[src/rtl/apt_pkg.sv]
// constants, field layouts and state types shared by the playback trigger controller
package apt_pkg;

    // ------------------------------------------------------------
    // register map (byte addresses on the apb bus)
    // ------------------------------------------------------------
    localparam logic [7:0]  APT_OFS_CTRL    = 8'h00;    // control and mode settings
    localparam logic [7:0]  APT_OFS_DELAY   = 8'h04;    // external trigger delay, samples
    localparam logic [7:0]  APT_OFS_LENGTH  = 8'h08;    // waveform length, samples
    localparam logic [7:0]  APT_OFS_KEY     = 8'h0c;    // manual key trigger strobe
    localparam logic [7:0]  APT_OFS_STATUS  = 8'h10;    // playback status, read only

    // ------------------------------------------------------------
    // control register field positions
    // ------------------------------------------------------------
    localparam int APT_CTRL_ARB_ON    = 0;             // waveform output switched on
    localparam int APT_CTRL_LOADED    = 1;             // waveform data downloaded
    localparam int APT_CTRL_MODE_LO   = 2;             // playback_trigger_mode, 2 bits
    localparam int APT_CTRL_CONT_LO   = 4;             // continuous subtype, 2 bits
    localparam int APT_CTRL_SING_LO   = 6;             // one-shot subtype, 2 bits
    localparam int APT_CTRL_GATE_HIGH = 8;             // gate active high when set
    localparam int APT_CTRL_SRC_EXT   = 9;             // external trigger source
    localparam int APT_CTRL_SLOPE_NEG = 10;            // external trigger on falling edge
    localparam int APT_CTRL_DLY_EN    = 11;            // external delay applied
    localparam int APT_CTRL_WIDTH     = 12;            // implemented control bits

    // ------------------------------------------------------------
    // status and key register field positions
    // ------------------------------------------------------------
    localparam int APT_STAT_PLAYING   = 0;
    localparam int APT_STAT_PENDING   = 1;
    localparam int APT_STAT_DLY_BUSY  = 2;
    localparam int APT_STAT_GATE_ACT  = 3;
    localparam int APT_STAT_IDX_LO    = 16;
    localparam int APT_KEY_FIRE       = 0;             // key strobe bit

    // ------------------------------------------------------------
    // widths, reset values, limits
    // ------------------------------------------------------------
    localparam int                 APT_IDX_W      = 16;              // sample index width
    localparam int                 APT_FIFO_DEPTH = 8;               // index fifo depth
    localparam logic [31:0]        APT_DELAY_MAX  = 32'h9502f900;    // 2500000000 samples
    localparam logic [APT_CTRL_WIDTH-1:0] APT_CTRL_RST = 12'h000;    // all default modes
    localparam logic [31:0]        APT_DELAY_RST  = 32'h00000000;
    localparam logic [APT_IDX_W-1:0] APT_LENGTH_RST = 16'h0000;

    // ------------------------------------------------------------
    // mode and state encodings
    // ------------------------------------------------------------
    typedef enum logic [1:0] {
        APT_MODE_CONT   = 2'b00,                       // continuous, reset default
        APT_MODE_SINGLE = 2'b01,                       // one-shot
        APT_MODE_GATE   = 2'b10                        // gated
    } apt_mode_t;

    typedef enum logic [1:0] {
        APT_CONT_FREE    = 2'b00,                      // free running, reset default
        APT_CONT_TRIG    = 2'b01,                      // trigger started
        APT_CONT_RESTART = 2'b10                       // restart on retrigger
    } apt_cont_t;

    typedef enum logic [1:0] {
        APT_SING_DROP    = 2'b00,                      // drop retriggers, reset default
        APT_SING_QUEUE   = 2'b01,                      // queue one retrigger
        APT_SING_RESTART = 2'b10                       // restart on retrigger
    } apt_sing_t;

    typedef enum logic [1:0] {
        APT_ST_IDLE = 2'b00,                           // no output, waiting
        APT_ST_PLAY = 2'b01                            // emitting sample indices
    } apt_state_t;

endpackage

[src/rtl/apt_fifo.sv]
// small synchronous fifo with valid/ready on both sides and a flush input
`timescale 1ns/1ps
`default_nettype none

module apt_fifo #(
    parameter int WIDTH = 16,
    parameter int DEPTH = 8
) (
    input  wire logic             clk,
    input  wire logic             rst_n,
    input  wire logic             flush,
    input  wire logic             in_valid,
    output logic                  in_ready,
    input  wire logic [WIDTH-1:0] in_data,
    output logic                  out_valid,
    input  wire logic             out_ready,
    output logic      [WIDTH-1:0] out_data
);

    localparam int AW = $clog2(DEPTH);

    // ------------------------------------------------------------
    // state
    // ------------------------------------------------------------
    typedef struct packed {
        logic [DEPTH-1:0][WIDTH-1:0] mem;              // storage words
        logic [AW-1:0]               wr_ptr;           // next write slot
        logic [AW-1:0]               rd_ptr;           // next read slot
        logic [AW:0]                 count;            // words held
    } apt_fifo_t;

    apt_fifo_t r_ff;
    apt_fifo_t nxt_r;
    logic      push;
    logic      pop;

    assign in_ready  = (r_ff.count != DEPTH[AW:0]);
    assign out_valid = (r_ff.count != '0);
    assign out_data  = r_ff.mem[r_ff.rd_ptr];          // straight from storage flops
    assign push      = in_valid & in_ready;
    assign pop       = out_valid & out_ready;

    // next state: flush empties, otherwise push and pop together
    always_comb
    begin
        nxt_r = r_ff;
        if (flush)
        begin
            nxt_r.wr_ptr = '0;
            nxt_r.rd_ptr = '0;
            nxt_r.count  = '0;
        end
        else
        begin
            if (push)
            begin
                nxt_r.mem[r_ff.wr_ptr] = in_data;
                nxt_r.wr_ptr = r_ff.wr_ptr + 1'b1;
            end
            if (pop)
                nxt_r.rd_ptr = r_ff.rd_ptr + 1'b1;
            nxt_r.count = r_ff.count + {{AW{1'b0}}, push} - {{AW{1'b0}}, pop};
        end
    end

    // state register
    always_ff @(posedge clk or negedge rst_n)
    begin
        if (!rst_n)
            r_ff <= '0;
        else
            r_ff <= nxt_r;
    end

endmodule

`default_nettype wire

[src/rtl/apt_ctrl.sv]
// waveform playback trigger controller with apb registers and index fifo
//
// Decided for this implementation: register access over APB and the address map.
`timescale 1ns/1ps
`default_nettype none

// How it works
// - three modes: continuous, one-shot, gated; continuous default
// - continuous repeats sequence after accepted trigger
// - one-shot plays sequence once per trigger
// - gated plays while gate active, halts otherwise
// - free-running starts on download, ignores triggers
// - trigger-started waits for trigger, then ignores triggers
// - restart subtype restarts from first sample
// - gate level selectable, active-low by default
// - drop subtype discards triggers during a pass
// - queue subtype replays once for remembered trigger
// - one-shot restart aborts pass, starts fresh
// - trigger from key or external; key default
// - external edge polarity selectable, positive default
// - external delay programmable zero to maximum count
// - delay applied only while delay enable set
module apt_ctrl (
    input  wire logic        clk,
    input  wire logic        resetn,
    // apb slave
    input  wire logic        psel,
    input  wire logic        penable,
    input  wire logic        pwrite,
    input  wire logic [7:0]  paddr,
    input  wire logic [31:0] pwdata,
    output logic      [31:0] prdata,
    output logic             pready,
    output logic             pslverr,
    // trigger side
    input  wire logic        ext_trig,
    input  wire logic        gate_in,
    // sample index stream
    output logic      [15:0] sample_idx,
    output logic             sample_valid,
    input  wire logic        sample_ready,
    output logic             playing
);

    // ------------------------------------------------------------
    // reset release
    // ------------------------------------------------------------
    logic rst_meta_ff;                                 // first synchroniser stage
    logic rst_n_ff;                                    // released reset for the block

    // two flops so release is clean with respect to clk
    always_ff @(posedge clk or negedge resetn)
    begin
        if (!resetn)
        begin
            rst_meta_ff <= 1'b0;
            rst_n_ff    <= 1'b0;
        end
        else
        begin
            rst_meta_ff <= 1'b1;
            rst_n_ff    <= rst_meta_ff;
        end
    end

    // ------------------------------------------------------------
    // state
    // ------------------------------------------------------------
    typedef struct packed {
        logic [apt_pkg::APT_CTRL_WIDTH-1:0] ctrl;      // control register
        logic [31:0]                  delay;           // external delay in samples
        logic [apt_pkg::APT_IDX_W-1:0] length;         // samples per pass
        logic                         key_pulse;       // manual trigger strobe
        logic                         ext_q;           // last raw ext pin level
        logic                         dly_busy;        // delay countdown running
        logic [31:0]                  dly_cnt;         // remaining delay samples
        apt_pkg::apt_state_t          state;           // playback state
        logic [apt_pkg::APT_IDX_W-1:0] idx;            // next sample index
        logic                         pending;         // queued trigger
        logic [31:0]                  rdata;           // apb read data
    } apt_ctrl_t;

    apt_ctrl_t r_ff;
    apt_ctrl_t nxt_r;

    // ------------------------------------------------------------
    // decoded settings
    // ------------------------------------------------------------
    logic                arb_on;
    logic                loaded;
    apt_pkg::apt_mode_t  mode;
    apt_pkg::apt_cont_t  cont_type;
    apt_pkg::apt_sing_t  sing_type;
    logic                gate_high;
    logic                src_ext;
    logic                slope_neg;
    logic                dly_en;

    assign arb_on    = r_ff.ctrl[apt_pkg::APT_CTRL_ARB_ON];
    assign loaded    = r_ff.ctrl[apt_pkg::APT_CTRL_LOADED];
    assign mode      = apt_pkg::apt_mode_t'(r_ff.ctrl[apt_pkg::APT_CTRL_MODE_LO +: 2]);
    assign cont_type = apt_pkg::apt_cont_t'(r_ff.ctrl[apt_pkg::APT_CTRL_CONT_LO +: 2]);
    assign sing_type = apt_pkg::apt_sing_t'(r_ff.ctrl[apt_pkg::APT_CTRL_SING_LO +: 2]);
    assign gate_high = r_ff.ctrl[apt_pkg::APT_CTRL_GATE_HIGH];
    assign src_ext   = r_ff.ctrl[apt_pkg::APT_CTRL_SRC_EXT];
    assign slope_neg = r_ff.ctrl[apt_pkg::APT_CTRL_SLOPE_NEG];
    assign dly_en    = r_ff.ctrl[apt_pkg::APT_CTRL_DLY_EN];

    // ------------------------------------------------------------
    // combinational helpers
    // ------------------------------------------------------------
    logic        ext_lvl;                              // ext level after polarity
    logic        ext_edge;                             // selected edge seen
    logic        ext_fire;                             // external trigger accepted
    logic        trig;                                 // trigger from selected source
    logic        gate_act;                             // gate at its active level
    logic        can_run;                              // waveform ready and enabled
    logic        last;                                 // index is final sample
    logic        wr_en;                                // apb write this cycle
    logic        mapped;                               // address decodes
    logic        flush;                                // drop queued indices
    logic        push;                                 // offer index to fifo
    logic        fifo_in_ready;                        // fifo has room
    logic [31:0] rd_mux;                               // read data selection
    logic [31:0] status;                               // status word

    assign ext_lvl  = ext_trig ^ slope_neg;
    // previous level judged under today's polarity, so a slope change is no edge
    assign ext_edge = ext_lvl & ~(r_ff.ext_q ^ slope_neg);
    assign gate_act = (gate_in == gate_high);
    assign can_run  = arb_on & loaded & (r_ff.length != '0);
    assign last     = (r_ff.idx == r_ff.length - 1'b1);
    assign wr_en    = psel & penable & pwrite;
    assign playing  = (r_ff.state == apt_pkg::APT_ST_PLAY);

    // ------------------------------------------------------------
    // apb slave: zero wait states, read data latched in setup
    // ------------------------------------------------------------
    always_comb
    begin
        status = '0;
        status[apt_pkg::APT_STAT_PLAYING]  = playing;
        status[apt_pkg::APT_STAT_PENDING]  = r_ff.pending;
        status[apt_pkg::APT_STAT_DLY_BUSY] = r_ff.dly_busy;
        status[apt_pkg::APT_STAT_GATE_ACT] = gate_act;
        status[apt_pkg::APT_STAT_IDX_LO +: apt_pkg::APT_IDX_W] = r_ff.idx;
        mapped = 1'b1;
        rd_mux = '0;
        case (paddr)
            apt_pkg::APT_OFS_CTRL:   rd_mux[apt_pkg::APT_CTRL_WIDTH-1:0] = r_ff.ctrl;
            apt_pkg::APT_OFS_DELAY:  rd_mux = r_ff.delay;
            apt_pkg::APT_OFS_LENGTH: rd_mux[apt_pkg::APT_IDX_W-1:0] = r_ff.length;
            apt_pkg::APT_OFS_KEY:    rd_mux = '0;      // strobe reads as zero
            apt_pkg::APT_OFS_STATUS: rd_mux = status;
            default:                 mapped = 1'b0;    // unmapped reads zero, error
        endcase
    end

    assign prdata  = r_ff.rdata;
    assign pready  = 1'b1;
    assign pslverr = psel & penable & ~mapped;

    // ------------------------------------------------------------
    // next state
    // ------------------------------------------------------------
    always_comb
    begin
        nxt_r           = r_ff;
        nxt_r.key_pulse = 1'b0;
        nxt_r.ext_q     = ext_trig;
        ext_fire        = 1'b0;
        flush           = 1'b0;
        push            = 1'b0;

        // register writes and read capture
        if (psel & ~penable)
            nxt_r.rdata = rd_mux;
        if (wr_en)
        begin
            case (paddr)
                apt_pkg::APT_OFS_CTRL:
                    nxt_r.ctrl = pwdata[apt_pkg::APT_CTRL_WIDTH-1:0];
                apt_pkg::APT_OFS_DELAY:
                    // out of range values saturate at the maximum count
                    nxt_r.delay = (pwdata > apt_pkg::APT_DELAY_MAX) ?
                                  apt_pkg::APT_DELAY_MAX : pwdata;
                apt_pkg::APT_OFS_LENGTH:
                    nxt_r.length = pwdata[apt_pkg::APT_IDX_W-1:0];
                apt_pkg::APT_OFS_KEY:
                    nxt_r.key_pulse = pwdata[apt_pkg::APT_KEY_FIRE];
                default:
                    nxt_r.length = r_ff.length;        // unmapped write ignored
            endcase
        end

        // external trigger with optional sample delay
        if (r_ff.dly_busy)
        begin
            // edges arriving while a delay runs are dropped
            if (r_ff.dly_cnt == 32'h00000001)
            begin
                nxt_r.dly_busy = 1'b0;
                ext_fire       = 1'b1;
            end
            nxt_r.dly_cnt = r_ff.dly_cnt - 32'h00000001;
        end
        else if (ext_edge & src_ext)
        begin
            if (dly_en && (r_ff.delay != '0))
            begin
                nxt_r.dly_busy = 1'b1;
                nxt_r.dly_cnt  = r_ff.delay;
            end
            else
                ext_fire = 1'b1;
        end
        trig = src_ext ? ext_fire : r_ff.key_pulse;

        // playback control
        if (!can_run)
        begin
            // switched off or nothing loaded: stop and rewind
            nxt_r.state   = apt_pkg::APT_ST_IDLE;
            nxt_r.idx     = '0;
            nxt_r.pending = 1'b0;
            flush         = playing;
        end
        else
        begin
            case (mode)
                apt_pkg::APT_MODE_CONT:
                begin
                    case (cont_type)
                        apt_pkg::APT_CONT_FREE:
                            nxt_r.state = apt_pkg::APT_ST_PLAY;
                        apt_pkg::APT_CONT_TRIG:
                            if (!playing && trig)
                                nxt_r.state = apt_pkg::APT_ST_PLAY;
                        apt_pkg::APT_CONT_RESTART:
                        begin
                            if (!playing && trig)
                                nxt_r.state = apt_pkg::APT_ST_PLAY;
                            else if (playing && trig)
                            begin
                                nxt_r.idx = '0;
                                flush     = 1'b1;
                            end
                        end
                        default:
                            nxt_r.state = apt_pkg::APT_ST_IDLE;
                    endcase
                end
                apt_pkg::APT_MODE_SINGLE:
                begin
                    if (!playing && trig)
                        nxt_r.state = apt_pkg::APT_ST_PLAY;
                    else if (playing && trig)
                    begin
                        case (sing_type)
                            apt_pkg::APT_SING_QUEUE:
                                nxt_r.pending = 1'b1;
                            apt_pkg::APT_SING_RESTART:
                            begin
                                nxt_r.idx = '0;
                                flush     = 1'b1;
                            end
                            default:
                                nxt_r.pending = r_ff.pending;
                        endcase
                    end
                end
                apt_pkg::APT_MODE_GATE:
                    // inactive gate halts and holds the index
                    nxt_r.state = gate_act ? apt_pkg::APT_ST_PLAY :
                                             apt_pkg::APT_ST_IDLE;
                default:
                    nxt_r.state = apt_pkg::APT_ST_IDLE;
            endcase

            // emit the next index unless restarting or gated off
            if (playing && !flush && ((mode != apt_pkg::APT_MODE_GATE) || gate_act))
            begin
                push = 1'b1;
                if (fifo_in_ready)
                begin
                    if (last)
                    begin
                        nxt_r.idx = '0;
                        if (mode == apt_pkg::APT_MODE_SINGLE)
                        begin
                            // a trigger queued this very cycle still counts
                            if (nxt_r.pending)
                                nxt_r.pending = 1'b0;
                            else
                                nxt_r.state = apt_pkg::APT_ST_IDLE;
                        end
                    end
                    else
                        nxt_r.idx = r_ff.idx + 1'b1;
                end
            end
            if (mode != apt_pkg::APT_MODE_SINGLE)
                nxt_r.pending = 1'b0;                  // queue only meaningful in one-shot
        end
    end

    // ------------------------------------------------------------
    // state register
    // ------------------------------------------------------------
    always_ff @(posedge clk or negedge rst_n_ff)
    begin
        if (!rst_n_ff)
        begin
            r_ff        <= '0;
            r_ff.ctrl   <= apt_pkg::APT_CTRL_RST;
            r_ff.delay  <= apt_pkg::APT_DELAY_RST;
            r_ff.length <= apt_pkg::APT_LENGTH_RST;
            r_ff.state  <= apt_pkg::APT_ST_IDLE;
        end
        else
            r_ff <= nxt_r;
    end

    // ------------------------------------------------------------
    // index fifo towards the sample reader
    // ------------------------------------------------------------
    apt_fifo #(
        .WIDTH (apt_pkg::APT_IDX_W),
        .DEPTH (apt_pkg::APT_FIFO_DEPTH)
    ) u_fifo (
        .clk       (clk),
        .rst_n     (rst_n_ff),
        .flush     (flush),
        .in_valid  (push),
        .in_ready  (fifo_in_ready),
        .in_data   (r_ff.idx),
        .out_valid (sample_valid),
        .out_ready (sample_ready),
        .out_data  (sample_idx)
    );

endmodule

`default_nettype wire

[config.mk]
export PLATFORM = sky130hd
export DESIGN_NAME = apt_ctrl
export DESIGN_NICKNAME = d
export VERILOG_FILES = /design/src/rtl/apt_pkg.sv /design/src/rtl/apt_fifo.sv /design/src/rtl/apt_ctrl.sv
export SDC_FILE = /design/constraint.sdc
export NUM_CORES = 1
export LEC_CHECK = 0
export BUFFER_PORTS_ARGS = -buffer_cell sky130_fd_sc_hd__buf_4
export CAP_MARGIN = 0
export CORE_MARGIN = 1
export CORE_UTILIZATION = 25
export DETAILED_ROUTE_END_ITERATION = 6
export SLEW_MARGIN = 10
export SYNTH_ARGS = -nofsm -noshare
export SYNTH_HDL_FRONTEND = slang
export SYNTH_SLANG_ARGS = --single-unit
[constraint.sdc]
create_clock -name clk -period 11.35 [get_ports clk]
set_input_delay 0.5675 -clock clk [delete_from_list [all_inputs] [get_ports clk]]
set_output_delay 0.5675 -clock clk [all_outputs]
set_load 0.01 [all_outputs]
==> key figures, run 1 <==
Outcome
  – Status: completed

STA
  – Tmin final: 3.56 ns
  – Least-Margin Pin Slew: 1.16 ns
  – Setup Viol. Count Final: 0
  – Final TNS setup: 0 ns
  – Slew HR: 22.1%
  – Worst Skew: 0.0276 ns
  – Max Transition Viols Final: 0
  – Setup WS post-layout: 7.79 ns
  – Final-report hold violation count: 0
  – RSZ-0062 raised after global routing: no
  – Tcrit/Tclk final: 31.3%
  – Fmax: 0.281 GHz

CTS
  – Root Buffer: clkbuf_16
  – CTS Buffer Depth: 3
  – H-tree level count: 1
  – CTS resizes: 0
  – CTS buffer count: 28
  – CTS tree: yes
  – Clk_lat worst skew: 0.57 ns
  – Clk sink count: 286
  – CTS clk-pin slew, worst paths: 0.06 ns

Logic synthesis
  – Post-synth ARST share: 100%
  – Seq/Total Area, Yosys: 48.2%
  – Synth Flop Type: dfrtp_1
  – Synth unique cells: 84
  – Number of synthesized flops with an enable pin: 0
  – Synth top area share: 48.2%
  – Synth Area per Inst: 11.2 µm²
  – Cells after Synth: 1330
  – Post-Synthesis Cell Area: 14800 µm²
  – Synth area leaders: dfrtp_1, mux2_2, mux4_2
  – Post-synth top area cell: dfrtp_1
  – Yosys Warn Count: 0
  – Post-synthesis register bit count: 286

Critical path
  – Cell family with most CP delay: simple AND/OR/NAND/NOR gates
  – Worst-path fanout max: 19
  – CP arrival: 3.99 ns
  – RR Endpoint: u_fifo.r_ff[29]
  – CP Cell Sequence: inv_1 > ha_1 > nor3b_2 > nand4_1 > o311ai_0 > nor2_1 > o31a_1 > buf_4 > nand4bb_2 > mux2_2
  – Crit end category: flop
  – Reg2reg start: r_ff[86]
  – Buf/Inv on CP: 2
  – Largest stage delay, worst path: 0.51 ns
  – Worst path slowest cell: o311ai_0
  – Reg2Reg Setup Slack: 7.79 ns
  – Worst reg2reg path depth: 10
  – CP Class: flop to flop
  – Req. time, crit path: 11.78 ns
  – Crit start category: flop

Detailed routing
  – Detailed-route DRC error count: 0
  – DR iter-0 viols: 968
  – Detailed Route WL: 40400 µm
  – DR vias/cell: 5.02
  – DR pass1 iterations: 5
  – Vias: 10700
  – Antenna-violating nets left: 0
  – Routed wire length per instance: 19.0 µm

Power and ir drop
  – Power Dens Cells: 125 nW/µm²
  – Worst VDD drop: 0.000108 V
  – LEAKAGE: 7.72 nW

Final layout
  – Fin cells: 2127
  – Post-layout util: 29.1%
  – Commonest non-fill, non-tap cell in the layout: dfrtp_1
  – NumNets Final: 1408
  – Layout area overhead: 14.1%
  – Proportion of layout cells with a drive suffix above 1: 27.4%
  – N_diodes: 0
  – Commonest cells after routing, fill and taps aside: dfrtp_1, nand2_1, mux2_2
  – Fillers: 5964

Hold path
  – Min-delay src: ext_trig
  – Hold path cells: 1
  – Hold endpoint: r_ff[84]
  – Worst hold path class: input pin to flop

Placed design
  – Dpl ws: 7.37 ns
  – Port bufs: 98
  – Routability cong.: 0.857
  – Dpl cells: 2078
  – Detail Placement HPWL: 28100 µm

Floorplan
  – Die footprint: 60300 µm²
  – I/O pin count: 100
  – Std-Cell Rows: 88
  – Core ar.: 58100 µm²
  – Die Ht: 246 µm
  – Initial core utilization: 25.5%
  – Die Wd: 246 µm

GRT
  – Grt total ovfl: 0
  – Initial antenna violation count: 0
  – Largest net degree at the start of global routing: 82
  – GRT Total Usage: 13.5%
  – First-pass GRT wire length: 63900 µm
  – Vias in the first global route: 10800

Run
  – Max_cap viols: 0
-- kinds of logic after synthesis --
kind of cell / synth area share [%]
DFF: 48.2
xor gates and xnor gates: 2.18
buffers and inverters: 5.40
adders and majority gates: 1.47
AOI/OAI and AO/OA: 9.28
other: 0.0253
muxes: 18.9
and+or+nand+nor: 14.6
-- through the flow --
stage,area [µm²],hold WS (ns),power [mW]
6_report,16900,0.134,2.11
5_1_grt,16900,0.129,2.18
4_1_cts,16900,0.116,2.14
3_5_place_dp,15900,0.337,1.13
3_3_place_gp,15900,0.336,1.13
2_1_floorplan,14800,0.272,1.09
-- state kept, by name, summed over array words and instances, names as in the netlist --
register / cells
u_fifo.r_ff: 138
r_ff: 106
prdata: 32
cont_type: 2
mode: 2
arb_on: 1
dly_en: 1
gate_high: 1
loaded: 1
rst_meta_ff: 1
rst_n_ff: 1
-- layout make-up --
cell class	instances	area (µm²)	area share, %
Clock buffer	41	841	4.97
Timing Repair Buffer	108	813	4.80
Inverter	31	116	0.687
Clock inverter	7	141	0.835
Tap cell	765	957	5.65
Multi-Input combinational cell	889	6900	40.7
Sequential cell	286	7160	42.3
-- worst max path at each step --
| stage | startpoint | end | cells after the start | slack [ns] |
|---|---|---|---|---|
| 2_1_floorplan | rst_n_ff | arb_on | 0 | 2.79 |
| 3_3_place_gp | paddr[1] | r_ff[112] | 8 | 7.51 |
| 3_5_place_dp | paddr[1] | r_ff[121] | 8 | 7.37 |
| 4_1_cts | r_ff[86] | u_fifo.r_ff[29] | 10 | 7.78 |
| 5_1_grt | r_ff[86] | u_fifo.r_ff[29] | 10 | 7.48 |
| 6_report | r_ff[86] | u_fifo.r_ff[29] | 10 | 7.79 |
-- timing repair --
action / in CTS / in global routing
hold endpoints to repair: 2 / 0
buffers inserted: 0 / 0
hold buffers: 1 / 0
-- power by group --
group | switching (mW) | internal (mW) | total (mW)
logic | 0.0474 | 0.0257 | 0.0731
clock network | 0.404 | 0.601 | 1.00
registers | 0.0117 | 1.02 | 1.04
-- worst reg2reg max path: stages (launching register included) --
cell,delay (ns)
dfrtp_1,0.47
inv_1,0.10
ha_1,0.19
nor3b_2,0.49
nand4_1,0.26
o311ai_0,0.51
nor2_1,0.11
o31a_1,0.13
buf_4,0.23
nand4bb_2,0.51
mux2_2,0.43
-- synthesized netlist by cell type (5+ instances only) --
cell      number
a211oi_1       6
a21oi_1       60
a22o_1         6
a22oi_1       21
and2_1         5
and3_1         8
and4_1         5
buf_1          5
buf_2          7
buf_4         33
buf_6          9
clkbuf_1      70
dfrtp_1      286
ha_1          15
inv_1         31
mux2_1        20
mux2_2       144
mux2_4        10
mux2i_1        8
mux4_2        32
nand2_1      155
nand2b_1      10
nand3_1       37
nand4_1       18
nor2_1        77
nor2b_1        8
nor3_1        17
nor4_1        20
o211ai_1      10
o21ai_0       50
o311ai_0       5
or2_2          5
or3_1         11
xnor2_1       21
xor2_1        16
-- layer usage --
metal	wire length (µm)	GRT usage, %
met1	19200	19.3
met2	18100	21.1
met3	2250	2.16
met4	872	3.14
met5	0	0
Note: power is estimated with default switching activity, not from simulation.
==> run 2: changes to the inputs <==
--- a/config.mk
+++ b/config.mk
@@ -5,6 +5,7 @@
 export SDC_FILE = /design/constraint.sdc
 export NUM_CORES = 1
 export LEC_CHECK = 0
+export ABC_AREA = 1
 export BUFFER_PORTS_ARGS = -buffer_cell sky130_fd_sc_hd__buf_4
 export CAP_MARGIN = 0
 export CORE_MARGIN = 1
==> constraint.sdc (replaced) <==
create_clock -name clk -period 3.7 [get_ports clk]
set_input_delay 0.185 -clock clk [delete_from_list [all_inputs] [get_ports clk]]
set_output_delay 0.185 -clock clk [all_outputs]
set_load 0.01 [all_outputs]
==> run 2 against run 1 <==
  * Final cell count up 37%
  * Critical path depth up 1
  * Wire length up 25%
  * Sequential share of layout area down 3.0 points
  * First-iteration DRC count up 31%
  * Via count up 31%
  * Total power rose to 3.5 times the previous value
  * Count of clock-buffer cells in the layout up 4
  * Die area up 3.8%
  * Register-to-register slack worse by 7.3 ns
  * Largest power group is now clock
==> key figures, run 2 <==
CTS
  – Root Buffer: clkbuf_16
  – H-tree level count: 2
  – CTS buffer count: 34
  – Clk_lat worst skew: 0.56 ns
  – Clk sink count: 286
  – CTS Buffer Depth: 3
  – CTS clk-pin slew, worst paths: 0.07 ns
  – CTS resizes: 0
  – CTS tree: yes

STA
  – Final TNS setup: 0 ns
  – Least-Margin Pin Slew: 1.20 ns
  – Max Transition Viols Final: 0
  – Tmin final: 3.20 ns
  – Final-report hold violation count: 0
  – Slew HR: 19.8%
  – Fmax: 0.313 GHz
  – Worst Skew: 0.0261 ns
  – Tcrit/Tclk final: 86.5%
  – RSZ-0062 raised after global routing: no
  – Setup Viol. Count Final: 0

Critical path
  – Req. time, crit path: 4.10 ns
  – Most frequent CP cell: nand2_1
  – CP Cell Sequence: nor2_1 > nand2_1 > nor2_1 > nand2_1 > o21ai_0 > inv_1 > nand2_1 > nor2_2 > inv_1 > o311ai_0 > o221ai_1
  – Reg2Reg Setup Slack: 0.50 ns
  – Worst path slowest cell: nor2_2
  – Reg2reg start: r_ff[107]
  – CP Class: flop to flop
  – Crit start category: flop
  – Largest stage delay, worst path: 0.91 ns
  – CP arrival: 3.60 ns
  – Worst reg2reg path depth: 11
  – Crit end category: flop
  – RR Endpoint: r_ff[58]
  – Worst-path fanout max: 29

Final layout
  – Proportion of layout cells with a drive suffix above 1: 10.8%
  – Fin cells: 2910
  – NumNets Final: 2169
  – Largest register FFs: 138
  – Commonest cells after routing, fill and taps aside: nand2_1, nor2_1, dfrtp_1
  – Fillers: 6556
  – N_diodes: 0
  – Largest Register: u_fifo.r_ff
  – Commonest non-fill, non-tap cell in the layout: nand2_1
  – Layout area overhead: 18.1%

Power and ir drop
  – Worst VDD drop: 0.000229 V
  – Design Power: 7.34 mW
  – Power Dens Cells: 403 nW/µm²
  – LEAKAGE: 8.76 nW

Outcome
  – Status: completed

Logic synthesis
  – Synth area leaders: dfrtp_1, nand2_1, nor2_1
  – Cells after Synth: 2038
  – Count leader, synth: nand2_1
  – Number of synthesized flops with an enable pin: 0
  – Synth unique cells: 51
  – Synth Flop Type: dfrtp_1
  – Synth Area per Inst: 7.56 µm²
  – Post-synth ARST share: 100%
  – Post-synthesis register bit count: 286
  – Post-Synthesis Cell Area: 15400 µm²
  – Synth top area share: 46.4%
  – Seq/Total Area, Yosys: 46.4%
  – Post-synth top area cell: dfrtp_1
  – Top cells by count, synth: nand2_1, nor2_1, dfrtp_1
  – Yosys Warn Count: 0

Run
  – Max_cap viols: 0

Floorplan
  – Die footprint: 62700 µm²
  – Std-Cell Rows: 90
  – Core ar.: 60600 µm²
  – Initial core utilization: 25.4%
  – Die Ht: 250 µm
  – I/O pin count: 100
  – Die Wd: 250 µm

Hold path
  – Hold endpoint: r_ff[111]
  – Min-delay src: pwdata[9]
  – Hold path cells: 3
  – Worst hold path class: input pin to flop

Detailed routing
  – DR pass1 iterations: 7
  – DR vias/cell: 4.81
  – Detailed Route WL: 50600 µm
  – Routed wire length per instance: 17.4 µm
  – DR iter-0 viols: 1265
  – Detailed-route DRC error count: 0
  – Antenna-violating nets left: 0
  – Vias: 14000

Placed design
  – Routability cong.: 0.886
  – Port bufs: 98
  – Dpl cells: 2822
  – Detail Placement HPWL: 35300 µm

GRT
  – Largest net degree at the start of global routing: 63
  – GRT Total Usage: 16.2%
  – Grt total ovfl: 0
  – Vias in the first global route: 13400
  – First-pass GRT wire length: 79100 µm
  – Initial antenna violation count: 0
==> run 2: cell types whose count changed after synthesis, moves of 32 or more <==
cell and delta:
mux4_2 -32, nand3_1 +75, inv_1 +110, mux2_2 -143
nor2_1 +223, nand2_1 +486, o21ai_0 +82
==> run 2: power by group <==
part           leakage (nW)  switching, mW  internal (mW)
Sequential             3.70         0.0491           3.17
Clock                 0.600           1.45           2.30
Combinational          4.46          0.236          0.146
==> run 2: final cells by class <==
class                           count  area [µm²]  area share (%)
Clock buffer                       45         983            5.40
Timing Repair Buffer              159        1280            7.02
Sequential cell                   286        7160            39.3
Tap cell                          782         978            5.37
Clock inverter                     14         251            1.38
Inverter                          147         554            3.04
Multi-Input combinational cell   1477        7000            38.4
==> run 2: logic make-up after synthesis <==
group	Yosys count	synth area share, %
compound gates	274	10.6
xor+xnor	34	1.93
other cells	1	0.0243
flops	286	46.4
fa+ha+maj	16	1.35
buf+inv	276	8.28
mux	1	0.0731
simple gates	1150	31.4
==> run 2: layer usage <==
layer	global-route usage (%)	wire length, µm	vias to the layer above
met2	24.1	21700	544
met5	0	0	-
met1	23.1	23500	6694
met3	3.35	3790	93
met4	5.64	1560	0
li1	-	-	6668
==> run 2: stage by stage <==
| stage | instance area, µm² | hold slack, ns | setup slack [ns] | util, % |
|---|---|---|---|---|
| detailed placement | 16700 | -0.0315 | 0.550 | 27.5 |
| floorplan | 15400 | -0.111 | 0.847 | - |
| finish | 18200 | 0.0137 | 0.500 | 30.1 |
| global route | 18200 | 0.0148 | 0.219 | 30.1 |
| global placement | 16700 | -0.0305 | 0.609 | 27.5 |
| CTS | 18200 | 0.00224 | 0.529 | 30.1 |
==> run 2: worst max-delay path by stage <==
stage	to	start	depth (start not counted)
finish	r_ff[58]	r_ff[107]	11
global route	r_ff[60]	r_ff[107]	11
CTS	u_fifo.r_ff[29]	r_ff[86]	13
detailed placement	u_fifo.r_ff[29]	r_ff[86]	13
global placement	u_fifo.r_ff[37]	r_ff[86]	13
floorplan	arb_on	rst_n_ff	0
==> run 2: critical path: cells and delay by family (launching register included) <==
| family | cells | cell delay (ns) |
|---|---|---|
| DFF | 1 | 0.42 |
| and+or+nand+nor | 6 | 1.25 |
| buffers and inverters | 2 | 0.80 |
| AOI/OAI and AO/OA | 3 | 0.57 |
==> run 2: repair_timing <==
item	in CTS	in global routing
setup buffers	0	0
endpoints found under the hold margin	40	0
hold buffers	29	0
==> run 3: changes to the inputs <==
--- a/config.mk
+++ b/config.mk
@@ -14,4 +14,5 @@
 export SLEW_MARGIN = 10
 export SYNTH_ARGS = -nofsm -noshare
 export SYNTH_HDL_FRONTEND = slang
+export SYNTH_HIERARCHICAL = 1
 export SYNTH_SLANG_ARGS = --single-unit
==> run 3 against run 2 <==
  * Via count up 5.4%
  * Final cell count up 5.9%
  * Count of clock-buffer cells in the layout down 1
  * Critical endpoint is now u_fifo/r_ff[111]
==> key figures, run 3 <==
Outcome
  – Status: completed

STA
  – RSZ-0062 raised after global routing: no
  – Max Transition Viols Final: 0
  – Worst Skew: 0.0216 ns
  – Final TNS setup: 0 ns
  – Tmin final: 3.25 ns
  – Tightest hold margin: 0.142 ns
  – Tcrit/Tclk final: 87.9%
  – Fmax: 0.308 GHz
  – Least-Margin Pin Slew: 1.03 ns
  – Setup Viol. Count Final: 0
  – Final-report hold violation count: 0
  – Slew HR: 31.0%
  – Setup WS post-layout: 0.450 ns

Final layout
  – Commonest cells after routing, fill and taps aside: nand2_1, nor2_1, dfrtp_1
  – Final Cell Area: 18900 µm²
  – Proportion of layout cells with a drive suffix above 1: 11.1%
  – NumNets Final: 2277
  – Largest register FFs: 138
  – Fillers: 6953
  – Largest Register: u_fifo/r_ff
  – Commonest non-fill, non-tap cell in the layout: nand2_1
  – Layout area overhead: 16.9%
  – N_diodes: 0

Logic synthesis
  – Top cells by count, synth: nand2_1, nor2_1, dfrtp_1
  – Seq/Total Area, Yosys: 44.2%
  – Count leader, synth: nand2_1
  – Synth top area share: 44.2%
  – Synth unique cells: 59
  – Synth area leaders: dfrtp_1, nand2_1, nor2_1
  – Post-synth ARST share: 100%
  – Synth Flop Type: dfrtp_1
  – Post-synthesis register bit count: 286
  – Synth Area per Inst: 7.47 µm²
  – Yosys Warn Count: 6
  – Post-synth top area cell: dfrtp_1
  – Cells after Synth: 2166
  – Number of synthesized flops with an enable pin: 0
  – Post-Synthesis Cell Area: 16200 µm²

Power and ir drop
  – Clock power share: 47.5%
  – Switch share: 23.7%
  – Worst VDD drop: 0.000301 V
  – Sequential power share: 46.9%
  – Comb pwr share: 5.6%
  – Power Dens Cells: 362 nW/µm²
  – Design Power: 6.86 mW
  – Internal power: 5.23 mW
  – Sw Pwr: 1.62 mW
  – LEAKAGE: 9.21 nW

Hold path
  – Min-delay src: paddr[4]
  – Hold path cells: 8
  – Hold endpoint: prdata[12]
  – Worst hold path class: input pin to flop

Floorplan
  – Core ar.: 63500 µm²
  – Die Ht: 256 µm
  – Die footprint: 65800 µm²
  – Std-Cell Rows: 92
  – Initial core utilization: 25.5%
  – Die Wd: 256 µm
  – I/O pin count: 100

Critical path
  – RR Endpoint: u_fifo/r_ff[111]
  – CP Class: flop to flop
  – Crit start category: flop
  – Reg2Reg Setup Slack: 0.45 ns
  – Worst path slowest cell: dfrtp_1
  – CP arrival: 3.76 ns
  – Worst-path fanout max: 52
  – CP Cell Sequence: nor2_1 > nand2_1 > nor2_1 > nand3_1 > nor2_1 > nor2_1 > nor2_1 > nand2_1 > nand2_2 > nand3_4 > nand2_1 > inv_2 > nor2_2 > clkinv_2 > buf_12 > nand4_4 > nand2_1 > nand2_1
  – Crit end category: flop
  – Worst reg2reg path depth: 18
  – Largest stage delay, worst path: 0.41 ns
  – Reg2reg start: r_ff[62]
  – Req. time, crit path: 4.21 ns

CTS
  – CTS clk-pin slew, worst paths: 0.07 ns
  – Root Buffer: clkbuf_16
  – CTS tree: yes
  – CTS resizes: 0
  – H-tree level count: 1
  – CTS Buffer Depth: 3
  – Clk_lat worst skew: 0.59 ns
  – CTS buffer count: 31
  – Clk sink count: 286

GRT
  – Vias in the first global route: 13900
  – Largest net degree at the start of global routing: 67
  – Grt total ovfl: 0
  – First-pass GRT wire length: 81000 µm
  – Initial antenna violation count: 0
  – GRT Total Usage: 15.2%

Detailed routing
  – DR iter-0 viols: 1341
  – DR vias/cell: 4.79
  – Detailed Route WL: 50900 µm
  – Vias: 14800
  – Detailed-route DRC error count: 0
  – Antenna-violating nets left: 0
  – DR pass1 iterations: 5
  – Routed wire length per instance: 16.5 µm

Placed design
  – Dpl ws: 0.489 ns
  – Placement Cell Area: 17500 µm²
  – Port bufs: 98
  – Detail Placement HPWL: 34500 µm
  – Routability cong.: 0.852

Run
  – Max_cap viols: 0
==> run 3: cell count changes in the layout (fill, tap and decap cells not counted), sizes merged, moves of 5 or more <==
cell	change
nand4	+98
nor2	+22
inv	-18
a31oi	-17
nand3	+17
o22ai	-16
nand2	+12
dlygate4sd3	+11
o21ai	+6
o221ai	-5
==> run 3: power by group through the flow <==
| stage | Sequential [mW] | Clock (mW) | Combinational (mW) |
|---|---|---|---|
| global placement | 3.28 | 0 | 0.354 |
| CTS | 3.22 | 3.32 | 0.389 |
| detailed placement | 3.28 | 0 | 0.356 |
| global route | 3.22 | 3.45 | 0.427 |
| finish | 3.22 | 3.25 | 0.383 |
| floorplan | 3.29 | 0 | 0.187 |
==> run 3: per-layer routing <==
metal / wire length (µm) / global-route usage [%] / up-vias
met5: 0 / 0 / -
li1: - / - / 7153
met4: 904 / 3.29 / 0
met3: 2860 / 2.00 / 55
met2: 23700 / 24.5 / 449
met1: 23400 / 21.6 / 7103
==> run 3: repair_timing <==
| action | CTS | global route |
|---|---|---|
| endpoints found under the hold margin | 66 | 0 |
| hold buffers | 40 | 0 |
| setup buffers | 0 | 0 |
==> run 3: metrics by stage <==
| stage | util, % | cells |
|---|---|---|
| after global routing | 29.8 | 3082 |
| after detailed placement | 27.5 | 2985 |
| final | 29.8 | 3082 |
| after floorplan | - | 2167 |
| after global placement | 27.5 | 2985 |
| after CTS | 29.8 | 3082 |
==> run 3: how the worst max path moves through the flow <==
stage | start | end | slack, ns | cells past startpoint
final | r_ff[62] | u_fifo/r_ff[111] | 0.45 | 18
after global routing | r_ff[64] | u_fifo/r_ff[17] | 0.1 | 17
after CTS | r_ff[62] | u_fifo/r_ff[110] | 0.44 | 18
after detailed placement | r_ff[62] | u_fifo/r_ff[111] | 0.49 | 18
after global placement | r_ff[72] | u_fifo/r_ff[116] | 0.54 | 18
after floorplan | r_ff[51] | u_fifo/r_ff[2] | 0.79 | 20
==> run 3: kinds of logic after synthesis <==
logic type	synth area share [%]
AND/OR/NAND/NOR	35.1
buffers and inverters	8.39
flip-flops	44.2
AO/OA/AOI/OAI	8.52
XOR/XNOR	2.36
adder cells (fa/ha/maj)	1.36
other	0.0232
==> run 3: layout make-up <==
class | count | area (µm²) | share of cell area, %
repair buffers | 172 | 1490 | 7.88
well taps | 846 | 1060 | 5.59
clock inverters | 13 | 148 | 0.780
clock buffers | 44 | 905 | 4.78
flip-flops and latches | 286 | 7160 | 37.8
multi-input cells | 1594 | 7690 | 40.6
inverters | 127 | 480 | 2.54
==> run 3: critical path, delay by kind of cell (launching register included) <==
family	cells	cell delay, ns
AND/OR/NAND/NOR	15	2.03
buffers and inverters	3	0.71
flip-flops	1	0.41
